==> config.mk <==
export PLATFORM = sky130hd
export DESIGN_NAME = iqr_responder
export DESIGN_NICKNAME = d
export VERILOG_FILES = /design/src/logic/iqr_resp_rom.v /design/src/logic/iqr_responder.v
export VERILOG_INCLUDE_DIRS = /design/src /design/src/logic
export SDC_FILE = /design/constraint.sdc
export NUM_CORES = 1
export LEC_CHECK = 0
export BUFFER_PORTS_ARGS = -buffer_cell sky130_fd_sc_hd__clkbuf_2
export CAP_MARGIN = 20
export CORE_MARGIN = 5
export CORE_UTILIZATION = 45
export CTS_BUF_LIST = sky130_fd_sc_hd__clkbuf_8
export DETAILED_ROUTE_END_ITERATION = 8
export GPL_TIMING_DRIVEN = 0
export PLACE_DENSITY = 0.85
export SLEW_MARGIN = 20
export SYNTH_ARGS = -nofsm -noshare
export SYNTH_HDL_FRONTEND = slang
export SYNTH_SLANG_ARGS = --single-unit
export TNS_END_PERCENT = 30
==> constraint.sdc <==
create_clock -name pclk -period 3.3 [get_ports pclk]
set_input_delay 0.495 -clock pclk [delete_from_list [all_inputs] [get_ports pclk]]
set_output_delay 0.495 -clock pclk [all_outputs]
set_load 0.05 [all_outputs]
==> src/logic/iqr_defines.vh <==
// Operation
// - Six-byte block: opcode 12h, lun byte1[7:5], select bit byte1[0], page, length, control
// - Pending unit attention is kept; inquiry data is still returned
// - Check condition only when the requested data cannot be returned
// - Data returned while medium not ready; medium fields read as spaces
// - Inquiry data change raises unit attention, target conditions changed
// - Select clear returns standard data; set returns the named page
// - Select clear with nonzero page code: check condition, 05h/24h
// - Unimplemented page requested: check condition, 05h/24h
// - Exactly two pages: supported list 00h and serial number 80h
// - Page byte 0 is 00h for lun zero, 7Fh otherwise
// - Supported list: code 00h, reserved, length, then 00h and 80h
// - Page length byte reports the full length even when truncated
// - Serial page: code 80h, reserved, length 08h, serial in bytes 4-11
// - Serial least significant character in byte 11; spaces if unavailable
// - Standard inquiry data is 36 bytes long
`ifndef IQR_DEFINES_VH
`define IQR_DEFINES_VH

`define IQR_OFF_CTRL      8'h00
`define IQR_OFF_CDB_LO    8'h04
`define IQR_OFF_CDB_HI    8'h08
`define IQR_OFF_STATUS    8'h0c
`define IQR_OFF_IRQ_STAT  8'h10
`define IQR_OFF_IRQ_MASK  8'h14
`define IQR_OFF_XFER_LEN  8'h18

`define IQR_CTRL_START    0
`define IQR_CTRL_UA_CLR   1

`define IQR_IRQ_DONE      0
`define IQR_IRQ_CHECK     1
`define IQR_IRQ_UA        2
`define IQR_IRQ_W         3

`define IQR_OPCODE        8'h12
`define IQR_PAGE_LIST     8'h00
`define IQR_PAGE_SERIAL   8'h80
`define IQR_LEN_STD       8'h24
`define IQR_LEN_LIST      8'h06
`define IQR_LEN_SERIAL    8'h0c
`define IQR_PLEN_LIST     8'h02
`define IQR_PLEN_SERIAL   8'h08
`define IQR_ADD_LEN_STD   8'h1f
`define IQR_QUAL_ABSENT   8'h7f
`define IQR_SPACE         8'h20
`define IQR_STD_BYTE2     8'h01
`define IQR_STD_BYTE3     8'h02
`define IQR_STD_BYTE7     8'h9a

`define IQR_KEY_NONE      4'h0
`define IQR_KEY_ILLEGAL   4'h5
`define IQR_ASC_NONE      8'h00
`define IQR_ASC_BAD_OP    8'h20
`define IQR_ASC_BAD_FIELD 8'h24
`define IQR_ASC_CHANGED   8'h3f

`define IQR_SEL_STD       2'h0
`define IQR_SEL_LIST      2'h1
`define IQR_SEL_SERIAL    2'h2

`endif

==> src/logic/iqr_resp_rom.v <==
`include "iqr_defines.vh"
`default_nettype none

// byte of the selected response at a given index
module iqr_resp_rom (
	input  wire [1:0]   sel,
	input  wire         lun_nonzero,
	input  wire [7:0]   index,
	input  wire         medium_ready,
	input  wire         serial_valid,
	input  wire [63:0]  serial_number,
	input  wire [223:0] ident_text,
	output reg  [7:0]   byte_out
);

	wire [7:0] qual_byte;
	wire [7:0] ser_idx;
	wire [7:0] id_idx;

	assign qual_byte = lun_nonzero ? `IQR_QUAL_ABSENT : 8'h00;
	assign ser_idx   = 8'h0b - index;
	assign id_idx    = 8'h23 - index;

	always @* begin
		byte_out = 8'h00;
		case (sel)
		`IQR_SEL_LIST: begin
			case (index)
			8'h00: byte_out = qual_byte;
			8'h01: byte_out = `IQR_PAGE_LIST;
			8'h03: byte_out = `IQR_PLEN_LIST;
			8'h04: byte_out = `IQR_PAGE_LIST;
			8'h05: byte_out = `IQR_PAGE_SERIAL;
			default: byte_out = 8'h00;
			endcase
		end
		`IQR_SEL_SERIAL: begin
			case (index)
			8'h00: byte_out = qual_byte;
			8'h01: byte_out = `IQR_PAGE_SERIAL;
			8'h02: byte_out = 8'h00;
			8'h03: byte_out = `IQR_PLEN_SERIAL;
			default: begin
				// least significant character sits in byte 11
				if (serial_valid && medium_ready) begin
					byte_out = serial_number[ser_idx[2:0]*8 +: 8];
				end else begin
					byte_out = `IQR_SPACE;
				end
			end
			endcase
		end
		default: begin
			case (index)
			8'h00: byte_out = qual_byte;
			8'h02: byte_out = `IQR_STD_BYTE2;
			8'h03: byte_out = `IQR_STD_BYTE3;
			8'h04: byte_out = `IQR_ADD_LEN_STD;
			8'h07: byte_out = `IQR_STD_BYTE7;
			default: begin
				if (index >= 8'h08) begin
					// text held on the medium reads as spaces until ready
					if (medium_ready) begin
						byte_out = ident_text[id_idx[4:0]*8 +: 8];
					end else begin
						byte_out = `IQR_SPACE;
					end
				end
			end
			endcase
		end
		endcase
	end

endmodule
`default_nettype wire

==> src/logic/iqr_responder.v <==
// Our own choices: the APB interface to the registers and the register addresses.
`include "iqr_defines.vh"
`default_nettype none

module iqr_responder (
	input  wire         pclk,
	input  wire         presetn,
	input  wire         psel,
	input  wire         penable,
	input  wire         pwrite,
	input  wire [7:0]   paddr,
	input  wire [31:0]  pwdata,
	output reg  [31:0]  prdata,
	output wire         pready,
	output wire         pslverr,
	input  wire         medium_ready,
	input  wire         serial_valid,
	input  wire [63:0]  serial_number,
	input  wire [223:0] ident_text,
	input  wire         inquiry_changed,
	output reg  [7:0]   data_in_byte,
	output reg          data_in_valid,
	input  wire         data_in_ready,
	output wire         irq
);

	localparam [2:0] ST_IDLE = 3'b001;
	localparam [2:0] ST_XFER = 3'b010;
	localparam [2:0] ST_DONE = 3'b100;

	reg  [2:0]  state;
	reg  [31:0] cdb_lo;
	reg  [15:0] cdb_hi;
	reg  [1:0]  sel;
	reg         lun_nonzero;
	reg  [7:0]  xfer_len;
	reg  [7:0]  idx;
	reg         check;
	reg  [3:0]  sense_key;
	reg  [7:0]  sense_asc;
	reg         ua_pending;
	reg  [`IQR_IRQ_W-1:0] irq_stat;
	reg  [`IQR_IRQ_W-1:0] irq_mask;

	wire        wr_en;
	wire        rd_setup;
	wire        busy;
	wire        mapped;
	wire        start;
	wire        ua_clr;
	wire [7:0]  op_code;
	wire [7:0]  cdb_flags;
	wire [7:0]  page_code;
	wire [7:0]  alloc_len;
	wire        vital_data_select;
	wire        bad_op;
	wire        bad_field;
	wire [1:0]  next_sel;
	wire [7:0]  resp_len;
	wire [7:0]  next_len;
	wire        beat;
	wire        last_beat;
	wire [7:0]  rom_idx;
	wire [1:0]  rom_sel;
	wire        rom_lun;
	wire [7:0]  rom_byte;
	wire [7:0]  last_idx;
	wire [7:0]  status_asc;
	wire [31:0] status_word;
	wire [31:0] xfer_word;
	reg  [31:0] rd_word;
	reg  [`IQR_IRQ_W-1:0] irq_set;

	function [7:0] min8;
		input [7:0] a;
		input [7:0] b;
		begin
			min8 = (a < b) ? a : b;
		end
	endfunction

	// the command names a logical unit other than zero
	function lun_absent;
		input [7:0] flags;
		begin
			lun_absent = (flags[7:5] != 3'h0);
		end
	endfunction

	// offsets that hold a register; everything else answers with an error
	function reg_mapped;
		input [7:0] addr;
		begin
			case (addr)
			`IQR_OFF_CTRL,
			`IQR_OFF_CDB_LO,
			`IQR_OFF_CDB_HI,
			`IQR_OFF_STATUS,
			`IQR_OFF_IRQ_STAT,
			`IQR_OFF_IRQ_MASK,
			`IQR_OFF_XFER_LEN: reg_mapped = 1'b1;
			default:           reg_mapped = 1'b0;
			endcase
		end
	endfunction

	// apb slave: zero wait states, error on unmapped offsets
	assign pready  = 1'b1;
	assign wr_en    = psel & penable & pwrite;
	assign rd_setup = psel & ~penable & ~pwrite;
	assign mapped   = reg_mapped(paddr);
	assign pslverr = psel & penable & ~mapped;

	assign start  = wr_en && (paddr == `IQR_OFF_CTRL) && pwdata[`IQR_CTRL_START];
	assign ua_clr = wr_en && (paddr == `IQR_OFF_CTRL) && pwdata[`IQR_CTRL_UA_CLR];

	// command block fields
	assign op_code           = cdb_lo[7:0];
	assign cdb_flags         = cdb_lo[15:8];
	assign vital_data_select = cdb_flags[0];
	assign page_code         = cdb_lo[23:16];
	assign alloc_len         = cdb_hi[7:0];

	// only a malformed request ends in check condition, never unit attention
	assign bad_op    = (op_code != `IQR_OPCODE);
	assign bad_field = vital_data_select ?
		((page_code != `IQR_PAGE_LIST) && (page_code != `IQR_PAGE_SERIAL)) :
		(page_code != 8'h00);
	assign next_sel  = ~vital_data_select ? `IQR_SEL_STD :
		((page_code == `IQR_PAGE_SERIAL) ? `IQR_SEL_SERIAL : `IQR_SEL_LIST);
	assign resp_len  = (next_sel == `IQR_SEL_STD) ? `IQR_LEN_STD :
		((next_sel == `IQR_SEL_SERIAL) ? `IQR_LEN_SERIAL : `IQR_LEN_LIST);
	assign next_len  = min8(alloc_len, resp_len);

	assign beat      = data_in_valid & data_in_ready;
	// index of the final byte, meaningful only while transferring
	assign last_idx  = xfer_len - 8'h01;
	assign last_beat = beat && (idx == last_idx);

	// at start the rom looks at the new command, later at the next byte
	assign rom_sel = (state == ST_XFER) ? sel : next_sel;
	assign rom_lun = (state == ST_XFER) ? lun_nonzero : lun_absent(cdb_flags);
	assign rom_idx = (state == ST_XFER) ? (idx + 8'h01) : 8'h00;

	iqr_resp_rom u_rom (
		.sel           (rom_sel),
		.lun_nonzero   (rom_lun),
		.index         (rom_idx),
		.medium_ready  (medium_ready),
		.serial_valid  (serial_valid),
		.serial_number (serial_number),
		.ident_text    (ident_text),
		.byte_out      (rom_byte)
	);

	always @(posedge pclk or negedge presetn) begin
		if (!presetn) begin
			cdb_lo   <= 32'h0000_0000;
			cdb_hi   <= 16'h0000;
			irq_mask <= {`IQR_IRQ_W{1'b0}};
		end else if (wr_en) begin
			if (paddr == `IQR_OFF_CDB_LO) begin
				cdb_lo <= pwdata;
			end
			if (paddr == `IQR_OFF_CDB_HI) begin
				cdb_hi <= pwdata[15:0];
			end
			if (paddr == `IQR_OFF_IRQ_MASK) begin
				irq_mask <= pwdata[`IQR_IRQ_W-1:0];
			end
		end
	end

	// command sequencer
	always @(posedge pclk or negedge presetn) begin
		if (!presetn) begin
			state         <= ST_IDLE;
			sel           <= `IQR_SEL_STD;
			lun_nonzero   <= 1'b0;
			xfer_len      <= 8'h00;
			idx           <= 8'h00;
			check         <= 1'b0;
			sense_key     <= `IQR_KEY_NONE;
			sense_asc     <= `IQR_ASC_NONE;
			data_in_byte  <= 8'h00;
			data_in_valid <= 1'b0;
		end else begin
			case (state)
			ST_IDLE: begin
				if (start) begin
					sel         <= next_sel;
					lun_nonzero <= lun_absent(cdb_flags);
					idx         <= 8'h00;
					if (bad_op) begin
						check     <= 1'b1;
						sense_key <= `IQR_KEY_ILLEGAL;
						sense_asc <= `IQR_ASC_BAD_OP;
						xfer_len  <= 8'h00;
						state     <= ST_DONE;
					end else if (bad_field) begin
						check     <= 1'b1;
						sense_key <= `IQR_KEY_ILLEGAL;
						sense_asc <= `IQR_ASC_BAD_FIELD;
						xfer_len  <= 8'h00;
						state     <= ST_DONE;
					end else begin
						// pending unit attention does not block the data
						check     <= 1'b0;
						sense_key <= `IQR_KEY_NONE;
						sense_asc <= `IQR_ASC_NONE;
						xfer_len  <= next_len;
						if (next_len == 8'h00) begin
							state <= ST_DONE;
						end else begin
							data_in_byte  <= rom_byte;
							data_in_valid <= 1'b1;
							state         <= ST_XFER;
						end
					end
				end
			end
			ST_XFER: begin
				if (last_beat) begin
					data_in_valid <= 1'b0;
					state         <= ST_DONE;
				end else if (beat) begin
					idx          <= idx + 8'h01;
					data_in_byte <= rom_byte;
				end
			end
			ST_DONE: begin
				state <= ST_IDLE;
			end
			default: begin
				state         <= ST_IDLE;
				data_in_valid <= 1'b0;
			end
			endcase
		end
	end

	// unit attention: raised by a data change, only software clears it
	always @(posedge pclk or negedge presetn) begin
		if (!presetn) begin
			ua_pending <= 1'b0;
		end else if (inquiry_changed) begin
			ua_pending <= 1'b1;
		end else if (ua_clr) begin
			ua_pending <= 1'b0;
		end
	end

	always @* begin
		irq_set = {`IQR_IRQ_W{1'b0}};
		irq_set[`IQR_IRQ_DONE]  = (state == ST_DONE);
		irq_set[`IQR_IRQ_CHECK] = (state == ST_DONE) && check;
		irq_set[`IQR_IRQ_UA]    = inquiry_changed;
	end

	// sticky, write one to clear; a same-cycle event wins
	always @(posedge pclk or negedge presetn) begin
		if (!presetn) begin
			irq_stat <= {`IQR_IRQ_W{1'b0}};
		end else if (wr_en && (paddr == `IQR_OFF_IRQ_STAT)) begin
			irq_stat <= (irq_stat & ~pwdata[`IQR_IRQ_W-1:0]) | irq_set;
		end else begin
			irq_stat <= irq_stat | irq_set;
		end
	end

	assign irq = |(irq_stat & irq_mask);

	// sense reads as target conditions changed while unit attention is pending
	assign status_asc  = ua_pending ? `IQR_ASC_CHANGED : sense_asc;
	assign busy        = (state != ST_IDLE);
	assign status_word = {8'h00, status_asc, 4'h0, sense_key,
		4'h0, ua_pending, check, busy, 1'b0};
	assign xfer_word   = {16'h0000, idx, xfer_len};

	always @* begin
		rd_word = 32'h0000_0000;
		case (paddr)
		`IQR_OFF_CDB_LO:   rd_word = cdb_lo;
		`IQR_OFF_CDB_HI:   rd_word = {16'h0000, cdb_hi};
		`IQR_OFF_STATUS:   rd_word = status_word;
		`IQR_OFF_IRQ_STAT: rd_word = {{(32-`IQR_IRQ_W){1'b0}}, irq_stat};
		`IQR_OFF_IRQ_MASK: rd_word = {{(32-`IQR_IRQ_W){1'b0}}, irq_mask};
		`IQR_OFF_XFER_LEN: rd_word = xfer_word;
		default:           rd_word = 32'h0000_0000;
		endcase
	end

	// read data is taken at the setup edge and stands through the access phase
	always @(posedge pclk or negedge presetn) begin
		if (!presetn) begin
			prdata <= 32'h0000_0000;
		end else if (rd_setup) begin
			prdata <= rd_word;
		end else begin
			prdata <= 32'h0000_0000;
		end
	end

endmodule
`default_nettype wire

After elaboration in Yosys (flattened, before gate mapping):

Index checks and enable logic that the tools add are counted.

* add/sub/neg operators: 4
* order comparisons: 2
* equality and inequality tests: 30
* shift-type cells: 2
* multiplexer cells: 55
* bitwise operators: 15
* reduce and logical (&&, ||, !) cells: 26

Operator list (number)
* indexed part select 224 x 9 -> 8 bit: 1
* one-hot mux 32 bit (6 select lines): 1
* 2-to-1 mux 8 bit: 17
* indexed part select 64 x 7 -> 8 bit: 1
* one-hot mux 8 bit (2 select lines): 3
* one-hot mux 8 bit (5 select lines): 1
* equality test 8 x 3 -> 1 bit, second input constant: 4
* 2-to-1 mux 32 bit: 1
* one-hot mux 8 bit (4 select lines): 1
* equality test 8 x 5 -> 1 bit, second input constant: 3
* zero test 8 bit: 3
* 2-to-1 mux 3 bit: 8
* one-hot mux 8 bit (3 select lines): 1
* 2-to-1 mux 6 bit: 3
* equality test 8 x 2 -> 1 bit, second input constant: 2
* equality test 8 x 4 -> 1 bit, second input constant: 2
* inequality test 2 bit, second input constant: 7
* 2-to-1 mux 1 bit: 12
* AND reduction 2 bit: 5
* adder 8 x 1 -> 8 bit, second input constant: 1
* equality test 8 x 1 -> 1 bit, second input constant: 1
* equality test 8 bit: 1
* equality test 8 bit, second input constant: 1
* >= comparator 8 x 4 -> 1 bit, second input constant: 1
* 32 further kinds: 53

* bits in registers: 131
* input port bits: 337
* logic and storage cells: 150

Longest topological paths before layout:

Gate-level depths: netlist (run 1).

* word-level depth: 14
* gate-level depth with buffers: 13
* depth with buffers taken out: 12

Hierarchy:

From an unflattened synthesis (run 1), not the netlist that was laid out.

* cell total of the unflattened synthesis: 745
* area, all modules: 8361.8 sq um

Modules (own cells, without submodules)
* iqr_responder: instances 1, cells an instance 461, area an instance 5442.7 sq um, sequential area each 3004.1 sq um
* iqr_resp_rom: instances 1, cells an instance 284, area an instance 2919.0 sq um, sequential area each 0.0 sq um

Worst setup path after synthesis (run 1):

OpenSTA, ideal clock, no wires.

* path type: reg2reg
* from: reg idx[1]
* to: reg data_in_byte[1]
* arrival time: 3.101 ns
* slack: 0.064 ns
* cell stages (with the launch flop): 13
* buffers on the path: 2
* cells stage by stage: dfrtp_1 ha_1 xor2_1 nand2_1 clkbuf_1 ha_1 clkbuf_1 a21oi_1 o2111a_1 o31ai_1 o31ai_1 a2111oi_0 o31ai_1

* word-level cells in the longest chain between the ends: 13

RTL lines
* start, declared: RTL line iqr_responder.v:37 `reg [7:0] idx;`
* start signal, assigned: RTL line iqr_responder.v:227 `idx <= idx + 8'h01;`
* adder 8 x 1 -> 8 bit: RTL line iqr_responder.v:143 `assign rom_idx = (state == ST_XFER) ? (idx + 8'h01) : 8'h00;`
* 2-to-1 mux 8 bit: RTL line iqr_responder.v:143
* subtractor 2 x 5 -> 5 bit: RTL line iqr_resp_rom.v:22 `assign id_idx = 8'h23 - index;`
* indexed part select 224 x 9 -> 8 bit: RTL line iqr_resp_rom.v:64 `byte_out = ident_text[id_idx[4:0]*8 +: 8];`
* 2-to-1 mux 8 bit: RTL line iqr_resp_rom.v:63 `if (medium_ready) begin`
* 2-to-1 mux 8 bit: RTL line iqr_resp_rom.v:61 `if (index >= 8'h08) begin`
* one-hot mux 8 bit (5 select lines): RTL line iqr_resp_rom.v:54 `case (index)`
* one-hot mux 8 bit (2 select lines): RTL line iqr_resp_rom.v:26 `case (sel)`
* 2-to-1 mux 8 bit: RTL line iqr_responder.v:212 `if (next_len == 8'h00) begin`
* 2-to-1 mux 8 bit: RTL line iqr_responder.v:200 `end else if (bad_field) begin`
* 2-to-1 mux 8 bit: RTL line iqr_responder.v:194 `if (bad_op) begin`
* 2-to-1 mux 8 bit: RTL line iqr_responder.v:190 `if (start) begin`
* one-hot mux 8 bit (2 select lines): RTL line iqr_responder.v:188 `case (state)`
* end signal, assigned: RTL line iqr_responder.v:215 `data_in_byte <= rom_byte;`
* end signal, assigned: RTL line iqr_responder.v:228 `data_in_byte <= rom_byte;`
* end, declared: RTL line iqr_responder.v:21 `output reg [7:0] data_in_byte,`

Parallel ways exist; a longest one is shown, timed or not. The select of a mux whose other input is x is not followed.
A chain may end at the register's enable or synchronous reset.

Worst setup path after layout (run 1):

* from: reg idx[1]
* to: reg data_in_byte[6]

The elaborated chain is that of the path after synthesis.

==> impl_metrics.env, run 1 <==
export IMPL_status="complete, but fails checks"
export IMPL_violations="negative setup slack"
export IMPL_arrival_ns=3.67
export IMPL_ys_seq_elements=120
export IMPL_clkSinkCount=120
export IMPL_required_ns=3.65
export IMPL_ff2ff_setup_slack_ns=-0.02
export IMPL_h_tree_depth=4
export IMPL_drt_pass1_iter_count=6
export IMPL_tightest_slew_ns=0.951
export IMPL_setup_viol=2
export IMPL_final_nets=1753
export IMPL_netlist_top_cells_area="dfrtp_1 34%, mux2_2 7.4%, mux2i_1 5.3%"
export IMPL_routed_via_density=6.46
export IMPL_dp_cells=1644
export IMPL_crit_chain="ha_4 -> nand4bb_1 -> clkbuf_1 -> nor2_1 -> a22oi_1 -> a221o_1 -> a21oi_1 -> a211oi_1 -> o31ai_1"
export IMPL_cap_violations=0
export IMPL_rr_startpoint="idx[1]"
export IMPL_ys_types=88
export IMPL_criticalPathCategory="register to register"
export IMPL_synth_top_area_share_pct=33.7
export IMPL_synth_area_per_cell_um2=8.83
export IMPL_cts_tree="done"
export IMPL_core_mm2=0.0194
export IMPL_ant_nets=0
export IMPL_synth_top_area_cell="dfrtp_1"
export IMPL_drive_gt1_share_pct=40.9
export IMPL_numCtsBuffers=17
export IMPL_fillCellCount=1753
export IMPL_antenna_found_initial=9
export IMPL_p_seq_share_pct=44.8
export IMPL_fin_skew_ns=0.0159
export IMPL_grt_pass1_vias=10900
export IMPL_start_util_pct=45.6
export IMPL_async_reset_ff_share_pct=100
export IMPL_num_vias=10900
export IMPL_seq_area_frac_synth_pct=34.0
export IMPL_drt_iter0_drc=1157
export IMPL_rr_worst_depth=9
export IMPL_finalHoldViolCount=0
export IMPL_reg2reg_to="data_in_byte[6]"
export IMPL_rsz0062_at_grt="yes"
export IMPL_die_w_um=150
export IMPL_critPathLaunch="idx[1]"
export IMPL_cp_slowest_stage_delay_ns=0.67
export IMPL_endpoint_kind="register"
export IMPL_grt_first_pass_wirelength_um=65200
export IMPL_dieArea_mm2=0.0226
export IMPL_max_slew_margin_pct=36.3
export IMPL_chipHeight_um=150
export IMPL_crit_buf_inv=1
export IMPL_p_per_area_mw_per_mm2=282
export IMPL_synth_edf_count=0
export IMPL_ys_warn_count=0
export IMPL_leakage_nw=5.88
export IMPL_vdd_drop_max_mv=0.436
export IMPL_final_area_mm2=0.0118
export IMPL_crit_family="compound AO/OA/AOI/OAI gates"
export IMPL_clock_path_buffers=2
export IMPL_grt_max_degree=64
export IMPL_gp_congestion=0.997
export IMPL_worst_slack_ns=-0.0157
export IMPL_hp_class="input port to async pin"
export IMPL_synth_area_mm2=0.00884
export IMPL_p_int_mw=2.32
export IMPL_fmax_mhz=302
export IMPL_clock_root_buffer="clkbuf_8"
export IMPL_place_area_mm2=0.0111
export IMPL_cp_start_kind="register"
export IMPL_period_minus_slack_ns=3.32
export IMPL_comb_power_share_pct=19.6
export IMPL_drc=0
export IMPL_ios=381
export IMPL_drt_total_wl_um=45200
export IMPL_syn_inst=1001
export IMPL_synth_main_ff_cell="dfrtp_1"
export IMPL_grt_overflow_total=0
export IMPL_fin_crit_sh_pct=100
export IMPL_critPathSlowestCell="nor2_1"
export IMPL_p_sw_share_pct=30.4
export IMPL_rows=51
export IMPL_syn_to_final_growth_pct=33.4
export IMPL_cp_max_fo=10
export IMPL_avgRoutedWirePerCell_um=26.8
export IMPL_maxSlewViolCount=0
export IMPL_clk_pin_slew_ns=0.08
export IMPL_grt_util_all_layers_pct=38.3
export IMPL_finalPower_mw=3.33
export IMPL_portBuffers=377
export IMPL_final_cells=1685
export IMPL_clock_power_share_pct=35.7
export IMPL_dpl_hpwl_um=35500
export IMPL_p_sw_mw=1.01
export IMPL_clkLatencyLatePin_ns=0.45
export IMPL_synth_fp_nets=1347
-- worst register-to-register path, cell delays in order (launching register included) --
cell       delay, ns
dfrtp_2         0.51
ha_4            0.36
nand4bb_1       0.11
clkbuf_1        0.34
nor2_1          0.68
a22oi_1         0.28
a221o_1         0.39
a21oi_1         0.18
a211oi_1        0.15
o31ai_1         0.24
-- synthesized netlist by cell type, types with 9 or more instances --
library cell and n:
dfrtp_1 119, nor2_1 86, nand2_1 78, mux2_2 58, o21ai_0 55, a21oi_1 50, clkbuf_1 48, mux2i_1 47
nand3_1 34, buf_2 24, inv_1 23, o22ai_1 21, a211oi_1 20, nor3_1 20, and3_1 18, o221ai_1 18
a222oi_1 16, a2bb2oi_1 15, o211ai_1 15, a22oi_1 13, nand2b_1 12, o31ai_1 11, or3_1 11, a221oi_1 10
o2bb2ai_1 10, ha_1 9, o21a_1 9
-- stage by stage --
step | hold slack, ns | setup WS [ns] | utilization [%] | setup TNS [ns]
after floorplan | 0.199 | 0.0644 | - | 0
after global placement | 0.463 | -1.71 | 57.0 | -11.54
after detailed placement | 0.480 | -1.78 | 57.2 | -12.23
after CTS | 0.0406 | -0.0141 | 59.9 | -0.0141
after global routing | 0.0548 | -0.0294 | 60.8 | -0.0294
final | 0.0103 | -0.0157 | 60.8 | -0.0238
-- worst max-delay path by stage --
stage / endpoint / slack (ns) / cells past startpoint
3_3_place_gp: data_in_byte[1] / -1.71 / 11
3_5_place_dp: data_in_byte[1] / -1.78 / 12
5_1_grt: data_in_byte[7] / -0.03 / 13
4_1_cts: data_in_byte[7] / -0.01 / 12
6_report: data_in_byte[6] / -0.02 / 9
2_1_floorplan: data_in_byte[1] / 0.06 / 12
-- final cells by class --
type                       count  area [um2]  share of cell area, %
sequential                   120        3010                   25.5
timing repair buffer         389        2010                   17.0
multi-input combinational    775        5610                   47.5
antenna                        1        2.50                 0.0212
clock inverter                13        98.8                  0.838
clock buffer                  18         248                   2.10
tap                          265         332                   2.81
inverter                      24        91.3                  0.774
buffer                        80         408                   3.46
-- power groups by stage --
stage	sequential, mW	combinational, mW	clock [mW]
2_1_floorplan	1.52	0.235	0
3_5_place_dp	1.52	0.595	0
6_report	1.49	0.652	1.19
5_1_grt	1.49	0.693	1.26
4_1_cts	1.49	0.614	1.19
3_3_place_gp	1.52	0.586	0
-- metal layers --
metal | GRT usage [%] | wire, um
met1 | 48.1 | 16500
met2 | 59.2 | 20100
met3 | 11.7 | 5850
met4 | 20.4 | 2690
met5 | 0 | 88
-- placed cells by master, fill, tap and decap left out, drive strengths merged, types with 7 or more instances in the layout --
master,instances
nor2,86
a2bb2oi,15
inv,25
a32oi,7
and3,18
a222oi,16
a21oi,51
o21ai,57
and2,7
or3,11
dfrtp,119
o31ai,11
o22ai,21
a211oi,20
a221oi,10
a22oi,13
o2bb2ai,10
nand3,34
o211ai,15
mux2,58
o221ai,18
ha,9
nand2,78
o21a,9
nor3,22
nor3b,7
mux2i,47
buf,37
nand2b,12
clkbuf,450
clkinv,9
-- sequential cells by signal (all words and copies together), names as in the netlist --
register / count
sel: 2
xfer_len: 8
irq_stat: 3
state: 3
ua_pending: 1
sense_asc: 2
cdb_hi: 16
irq_mask: 3
prdata: 32
data_in_valid: 1
idx: 8
lun_nonzero: 1
cdb_lo: 32
data_in_byte: 8
-- logic make-up (layout without fill, tap and decap cells) --
logic type | count (synthesis) | after routing | synth area share, %
other | 1 | 2 | 0.0424
buffers and inverters | 106 | 524 | 4.97
adders and majority gates | 9 | 9 | 1.27
DFF | 120 | 120 | 34.0
and+or+nand+nor | 320 | 320 | 18.6
AOI/OAI and AO/OA | 328 | 328 | 27.1
xor gates and xnor gates | 11 | 11 | 1.09
muxes | 106 | 106 | 13.0
-- timing repair --
item,CTS,global route
setup buffers,3,8
setup endpoints to repair,8,8
resized for setup,50,42
pin swaps,1,7
hold buffers,0,0
No activity file was read; power rests on OpenSTA's default activity.
==> run 2, diff against run 1 <==
CTS_CLUSTER_SIZE = 28   (was unset)
PLACE_DENSITY = 0.89   (was 0.85)
==> impl_metrics.env, run 2 (synthesis gave the netlist of run 1 again) <==
export IMPL_maxSlewViolCount=0
export IMPL_reg2reg_to="data_in_byte[7]"
export IMPL_dp_slack_ns=-1.75
export IMPL_p_per_area_mw_per_mm2=301
export IMPL_cp_num_cells=11
export IMPL_grt_pass1_vias=10600
export IMPL_clock_root_buffer="clkbuf_8"
export IMPL_ant_nets=0
export IMPL_dpl_hpwl_um=35700
export IMPL_grt_util_all_layers_pct=38.3
export IMPL_num_vias=11000
export IMPL_crit_family="compound AO/OA/AOI/OAI gates"
export IMPL_rr_startpoint="idx[0]"
export IMPL_rsz0062_at_grt="yes"
export IMPL_tightest_slew_ns=0.888
export IMPL_fin_crit_sh_pct=100
export IMPL_rr_worst_depth=11
export IMPL_clk_pin_slew_ns=0.08
export IMPL_core_mm2=0.0194
export IMPL_portBuffers=377
export IMPL_clock_path_buffers=2
export IMPL_arrival_ns=3.64
export IMPL_critPathLaunch="idx[0]"
export IMPL_rows=51
export IMPL_cap_violations=0
export IMPL_drt_pass1_iter_count=6
export IMPL_die_w_um=150
export IMPL_cts_tree="done"
export IMPL_cp_slowest_stage_delay_ns=0.41
export IMPL_setup_viol=1
export IMPL_ios=381
export IMPL_period_minus_slack_ns=3.31
export IMPL_dieArea_mm2=0.0226
export IMPL_fin_skew_ns=0.0139
export IMPL_start_util_pct=45.6
export IMPL_gp_congestion=1.03
export IMPL_required_ns=3.63
export IMPL_endpoint_kind="register"
export IMPL_critPathSlowestCell="dfrtp_1"
export IMPL_cp_max_fo=10
export IMPL_antenna_found_initial=7
export IMPL_path_common_cell="o221ai_1"
export IMPL_avgRoutedWirePerCell_um=26.9
export IMPL_violations="negative setup slack"
export IMPL_crit_chain="buf_2 -> and3_1 -> mux2i_1 -> ha_1 -> clkbuf_4 -> clkbuf_8 -> nor2_1 -> o221ai_1 -> o221ai_1 -> a31oi_1 -> o41ai_2"
export IMPL_chipHeight_um=150
export IMPL_drt_iter0_drc=1192
export IMPL_reg_largest_list="cdb_lo: 32 flops, prdata: 32 flops, cdb_hi: 16 flops"
export IMPL_drc=0
export IMPL_routed_via_density=6.51
export IMPL_drive_gt1_share_pct=40.9
export IMPL_leakage_nw=5.91
export IMPL_grt_overflow_total=0
export IMPL_grt_max_degree=83
export IMPL_crit_path_end="data_in_byte[7]"
export IMPL_finalPower_mw=3.59
export IMPL_vdd_drop_max_mv=0.448
export IMPL_final_cells=1690
export IMPL_syn_to_final_growth_pct=34.7
export IMPL_fillCellCount=1721
export IMPL_criticalPathCategory="register to register"
export IMPL_dp_cells=1644
export IMPL_cp_start_kind="register"
export IMPL_clkLatencyLatePin_ns=0.45
export IMPL_clkSinkCount=120
export IMPL_most_common_layout_cells="387 x clkbuf_2, 118 x dfrtp_1, 83 x nor2_1, 76 x nand2_1, 58 x mux2_2"
export IMPL_numCtsBuffers=17
export IMPL_crit_buf_inv=3
export IMPL_hp_class="input port to register"
export IMPL_worst_slack_ns=-0.0107
export IMPL_h_tree_depth=4
export IMPL_ff2ff_setup_slack_ns=-0.01
export IMPL_final_common_cell="clkbuf_2"
export IMPL_grt_first_pass_wirelength_um=65000
export IMPL_fin_setup_tns_ns=-0.0107
export IMPL_finalHoldViolCount=0
export IMPL_drt_total_wl_um=45500
export IMPL_final_nets=1757
export IMPL_status="complete, but fails checks"
export IMPL_max_slew_margin_pct=40.5
export IMPL_fmax_mhz=302
==> run 2: cell count changes in the layout (fill, tap and decap cells not counted), sizes merged <==
cell	previous run	this run
dlygate4sd3	0	1
clkinv	9	4
inv	25	26
buf	37	40
clkinvlp	3	4
clkbuf	450	451
bufinv	0	3
==> run 2: area by class of cell <==
| class | instances | area (um2) | area share (%) |
|---|---|---|---|
| inverters | 24 | 92.6 | 0.777 |
| flip-flops and latches | 120 | 3010 | 25.2 |
| multi-input cells | 775 | 5610 | 47.1 |
| clock inverters | 13 | 169 | 1.42 |
| diodes | 1 | 2.50 | 0.0210 |
| well taps | 265 | 332 | 2.78 |
| plain buffers | 80 | 403 | 3.38 |
| repair buffers | 393 | 2040 | 17.1 |
| clock buffers | 19 | 262 | 2.20 |
==> run 2: routing by layer <==
metal / vias to the layer above / global-route usage (%) / routed length (um)
li1: 4654 / - / -
met3: 230 / 13.5 / 6130
met1: 5129 / 48.6 / 16500
met4: 14 / 18.9 / 2880
met2: 968 / 57.9 / 19900
met5: - / 0 / 87
==> run 2: worst min path at each step <==
stage	start	endpoint	slack, ns	cells past startpoint
floorplan	presetn	cdb_hi[0]	0.20	0
global placement	sel[0]	sel[0]	0.46	2
detailed placement	presetn	prdata[30]	0.43	1
CTS	inquiry_changed	irq_stat[2]	0.25	2
global route	inquiry_changed	irq_stat[2]	0.25	2
finish	inquiry_changed	irq_stat[2]	0.26	2
==> run 2: stage by stage <==
step	hold WS, ns	instance area, um2	util [%]
after CTS	0.250	11700	60.4
after global placement	0.462	11100	57.0
after floorplan	0.199	8840	-
final	0.258	11900	61.4
after global routing	0.247	11900	61.4
after detailed placement	0.430	11100	57.2
==> run 2: power breakdown <==
group	total, mW	internal [mW]	switching [mW]
sequential	1.49	1.48	0.0105
combinational	0.663	0.301	0.362
clock	1.44	0.793	0.643
total	3.59	2.57	1.02
==> run 2: what timing repair did <==
item | in CTS | in global routing
hold buffers | 1 | 0
pin swaps | 1 | 6
gates cloned | 0 | 0
buffers inserted | 4 | 10
gates resized for setup | 44 | 41
hold endpoints to repair | 38 | 0
endpoints found under the setup margin | 8 | 8
==> run 3, diff against run 2 <==
CAP_MARGIN = 30   (was 20)
REMOVE_ABC_BUFFERS = 1   (was unset)
==> impl_metrics.env, run 3 (synthesis gave the netlist of run 1 again) <==
export IMPL_status="complete, but fails checks"
export IMPL_violations="negative setup slack"
export IMPL_most_common_layout_cells="378 x clkbuf_2, 115 x dfrtp_1, 82 x nor2_1, 74 x nand2_1, 58 x mux2_2"
export IMPL_max_slew_margin_pct=36.3
export IMPL_rows=51
export IMPL_fmax_mhz=302
export IMPL_avgRoutedWirePerCell_um=25.7
export IMPL_holdBufCountCts=0
export IMPL_endpoint_kind="register"
export IMPL_antenna_found_initial=20
export IMPL_drt_iter0_drc=1275
export IMPL_worst_slack_ns=-0.0121
export IMPL_cap_violations=0
export IMPL_hp_class="input port to async pin"
export IMPL_grt_use_met1_pct=44.3
export IMPL_period_minus_slack_ns=3.31
export IMPL_drt_pass1_iter_count=6
export IMPL_h_tree_depth=4
export IMPL_dp_slack_ns=-2.59
export IMPL_fin_skew_ns=0.0122
export IMPL_multi_input_area_mm2=0.00568
export IMPL_fin_crit_sh_pct=100
export IMPL_leakage_nw=5.90
export IMPL_clock_root_buffer="clkbuf_8"
export IMPL_arrival_ns=3.65
export IMPL_rsz0062_at_grt="yes"
export IMPL_grt_overflow_total=0
export IMPL_chipHeight_um=150
export IMPL_drive_gt1_share_pct=41.6
export IMPL_numCtsBuffers=17
export IMPL_vdd_drop_max_mv=0.308
export IMPL_dieArea_mm2=0.0226
export IMPL_core_mm2=0.0194
export IMPL_grtUsageMet2_pct=56.3
export IMPL_final_nets=1703
export IMPL_ios=381
export IMPL_whs_ns=0.00535
export IMPL_drt_total_wl_um=42400
export IMPL_busiest_layer="met2"
export IMPL_start_util_pct=45.6
export IMPL_maxSlewViolCount=0
export IMPL_clk_pin_slew_ns=0.07
export IMPL_setup_viol=1
export IMPL_grt_pass1_vias=10200
export IMPL_place_area_mm2=0.0111
export IMPL_drc=0
export IMPL_tightest_slew_ns=0.953
export IMPL_cp_max_fo=43
export IMPL_seq_area_mm2=0.00302
export IMPL_ant_nets=0
export IMPL_grt_first_pass_wirelength_um=60900
export IMPL_syn_to_final_growth_pct=34.8
export IMPL_routed_via_density=6.44
export IMPL_portBuffers=379
export IMPL_die_w_um=150
export IMPL_cp_start_kind="register"
export IMPL_final_area_mm2=0.0119
export IMPL_criticalPathCategory="register to register"
export IMPL_grt_util_all_layers_pct=35.9
export IMPL_num_vias=10600
export IMPL_gp_congestion=1.04
export IMPL_clkSinkCount=120
export IMPL_dpl_hpwl_um=31600
export IMPL_reg_largest_list="cdb_lo: 32 flops, prdata: 32 flops, cdb_hi: 16 flops"
export IMPL_clock_path_buffers=2
export IMPL_clkLatencyLatePin_ns=0.46
export IMPL_met3_usage_pct=10.2
export IMPL_finalPower_mw=3.39
export IMPL_grt_max_degree=63
export IMPL_final_common_cell="clkbuf_2"
export IMPL_cts_tree="done"
export IMPL_fillCellCount=1620
export IMPL_p_per_area_mw_per_mm2=284
export IMPL_finalHoldViolCount=0
export IMPL_required_ns=3.64
run 3: changes by cell type in the layout (fill, tap and decap cells not counted), moves of 4 or more:
cell | before | now
buf_12 | 0 | 5
buf_2 | 19 | 0
buf_6 | 1 | 5
buf_8 | 0 | 5
clkbuf_1 | 35 | 0
clkbuf_2 | 387 | 378
clkbuf_4 | 7 | 0
diode_2 | 1 | 16
inv_1 | 21 | 25
nor3_2 | 5 | 1
run 3: layout make-up:
type / instances / area share (%)
clock inverters: 11 / 0.913
clock buffers: 20 / 2.31
multi-input cells: 777 / 47.6
well taps: 265 / 2.78
repair buffers: 417 / 19.9
diodes: 16 / 0.336
inverters: 24 / 0.829
flip-flops and latches: 120 / 25.3
run 3: worst max-delay path, cell delays in order (launching register included):
cell and delay (ns):
dfrtp_4 0.44, buf_12 0.23, ha_4 0.22, xor2_4 0.26, nand2_8 0.17, ha_4 0.36
clkinvlp_4 0.15, nand3_2 0.15, a211oi_1 0.06, o31ai_1 0.35, o31ai_2 0.16, a2111oi_2 0.49
o31ai_1 0.13
run 3: metrics by stage:
| stage | TNS, ns | util [%] | instances |
|---|---|---|---|
| floorplan | -41.14 | - | 919 |
| global route | -0.171 | 61.4 | 1647 |
| finish | -0.0121 | 61.4 | 1650 |
| CTS | 0 | 60.4 | 1622 |
| detailed placement | -17.28 | 57.1 | 1578 |
| global placement | -120.78 | 55.3 | 1563 |
run 3: what timing repair did:
action                                 4_1_cts  5_1_grt
setup buffers                               12       10
resized for setup                           29       17
endpoints found under the hold margin        0        0
cloned                                       1        1
setup endpoints to repair                    9        8
pin swaps                                    5        5
run 3: report_power, final:
part	switching [mW]	total, mW	internal (mW)
clock network	0.586	1.30	0.713
registers	0.0103	1.49	1.48
logic	0.320	0.600	0.279
total	0.917	3.39	2.47
run 3: path summary, 6_finish.rpt:
| path | start | endpoint | slack (ns) | cells after the start |
|---|---|---|---|---|
| min in group pclk | pwdata[23] | cdb_lo[23] | 0.25 | 3 |
| max in group asynchronous | presetn | idx[4] | 2.64 | 2 |
| worst max-delay path | idx[0] | data_in_byte[1] | -0.01 | 12 |
| worst min-delay path | presetn | cdb_lo[27] | 0.005 | 1 |
| worst max register to register | idx[0] | data_in_byte[1] | -0.01 | 12 |
| worst min register to register | sel[1] | sel[1] | 0.49 | 2 |
run 3: metal layers:
metal / part of all wire [%] / vias to the layer above
met5: 0.16 / -
met4: 6.1 / 8
met3: 11 / 193
met2: 46 / 892
met1: 36 / 4960
li1: - / 4568
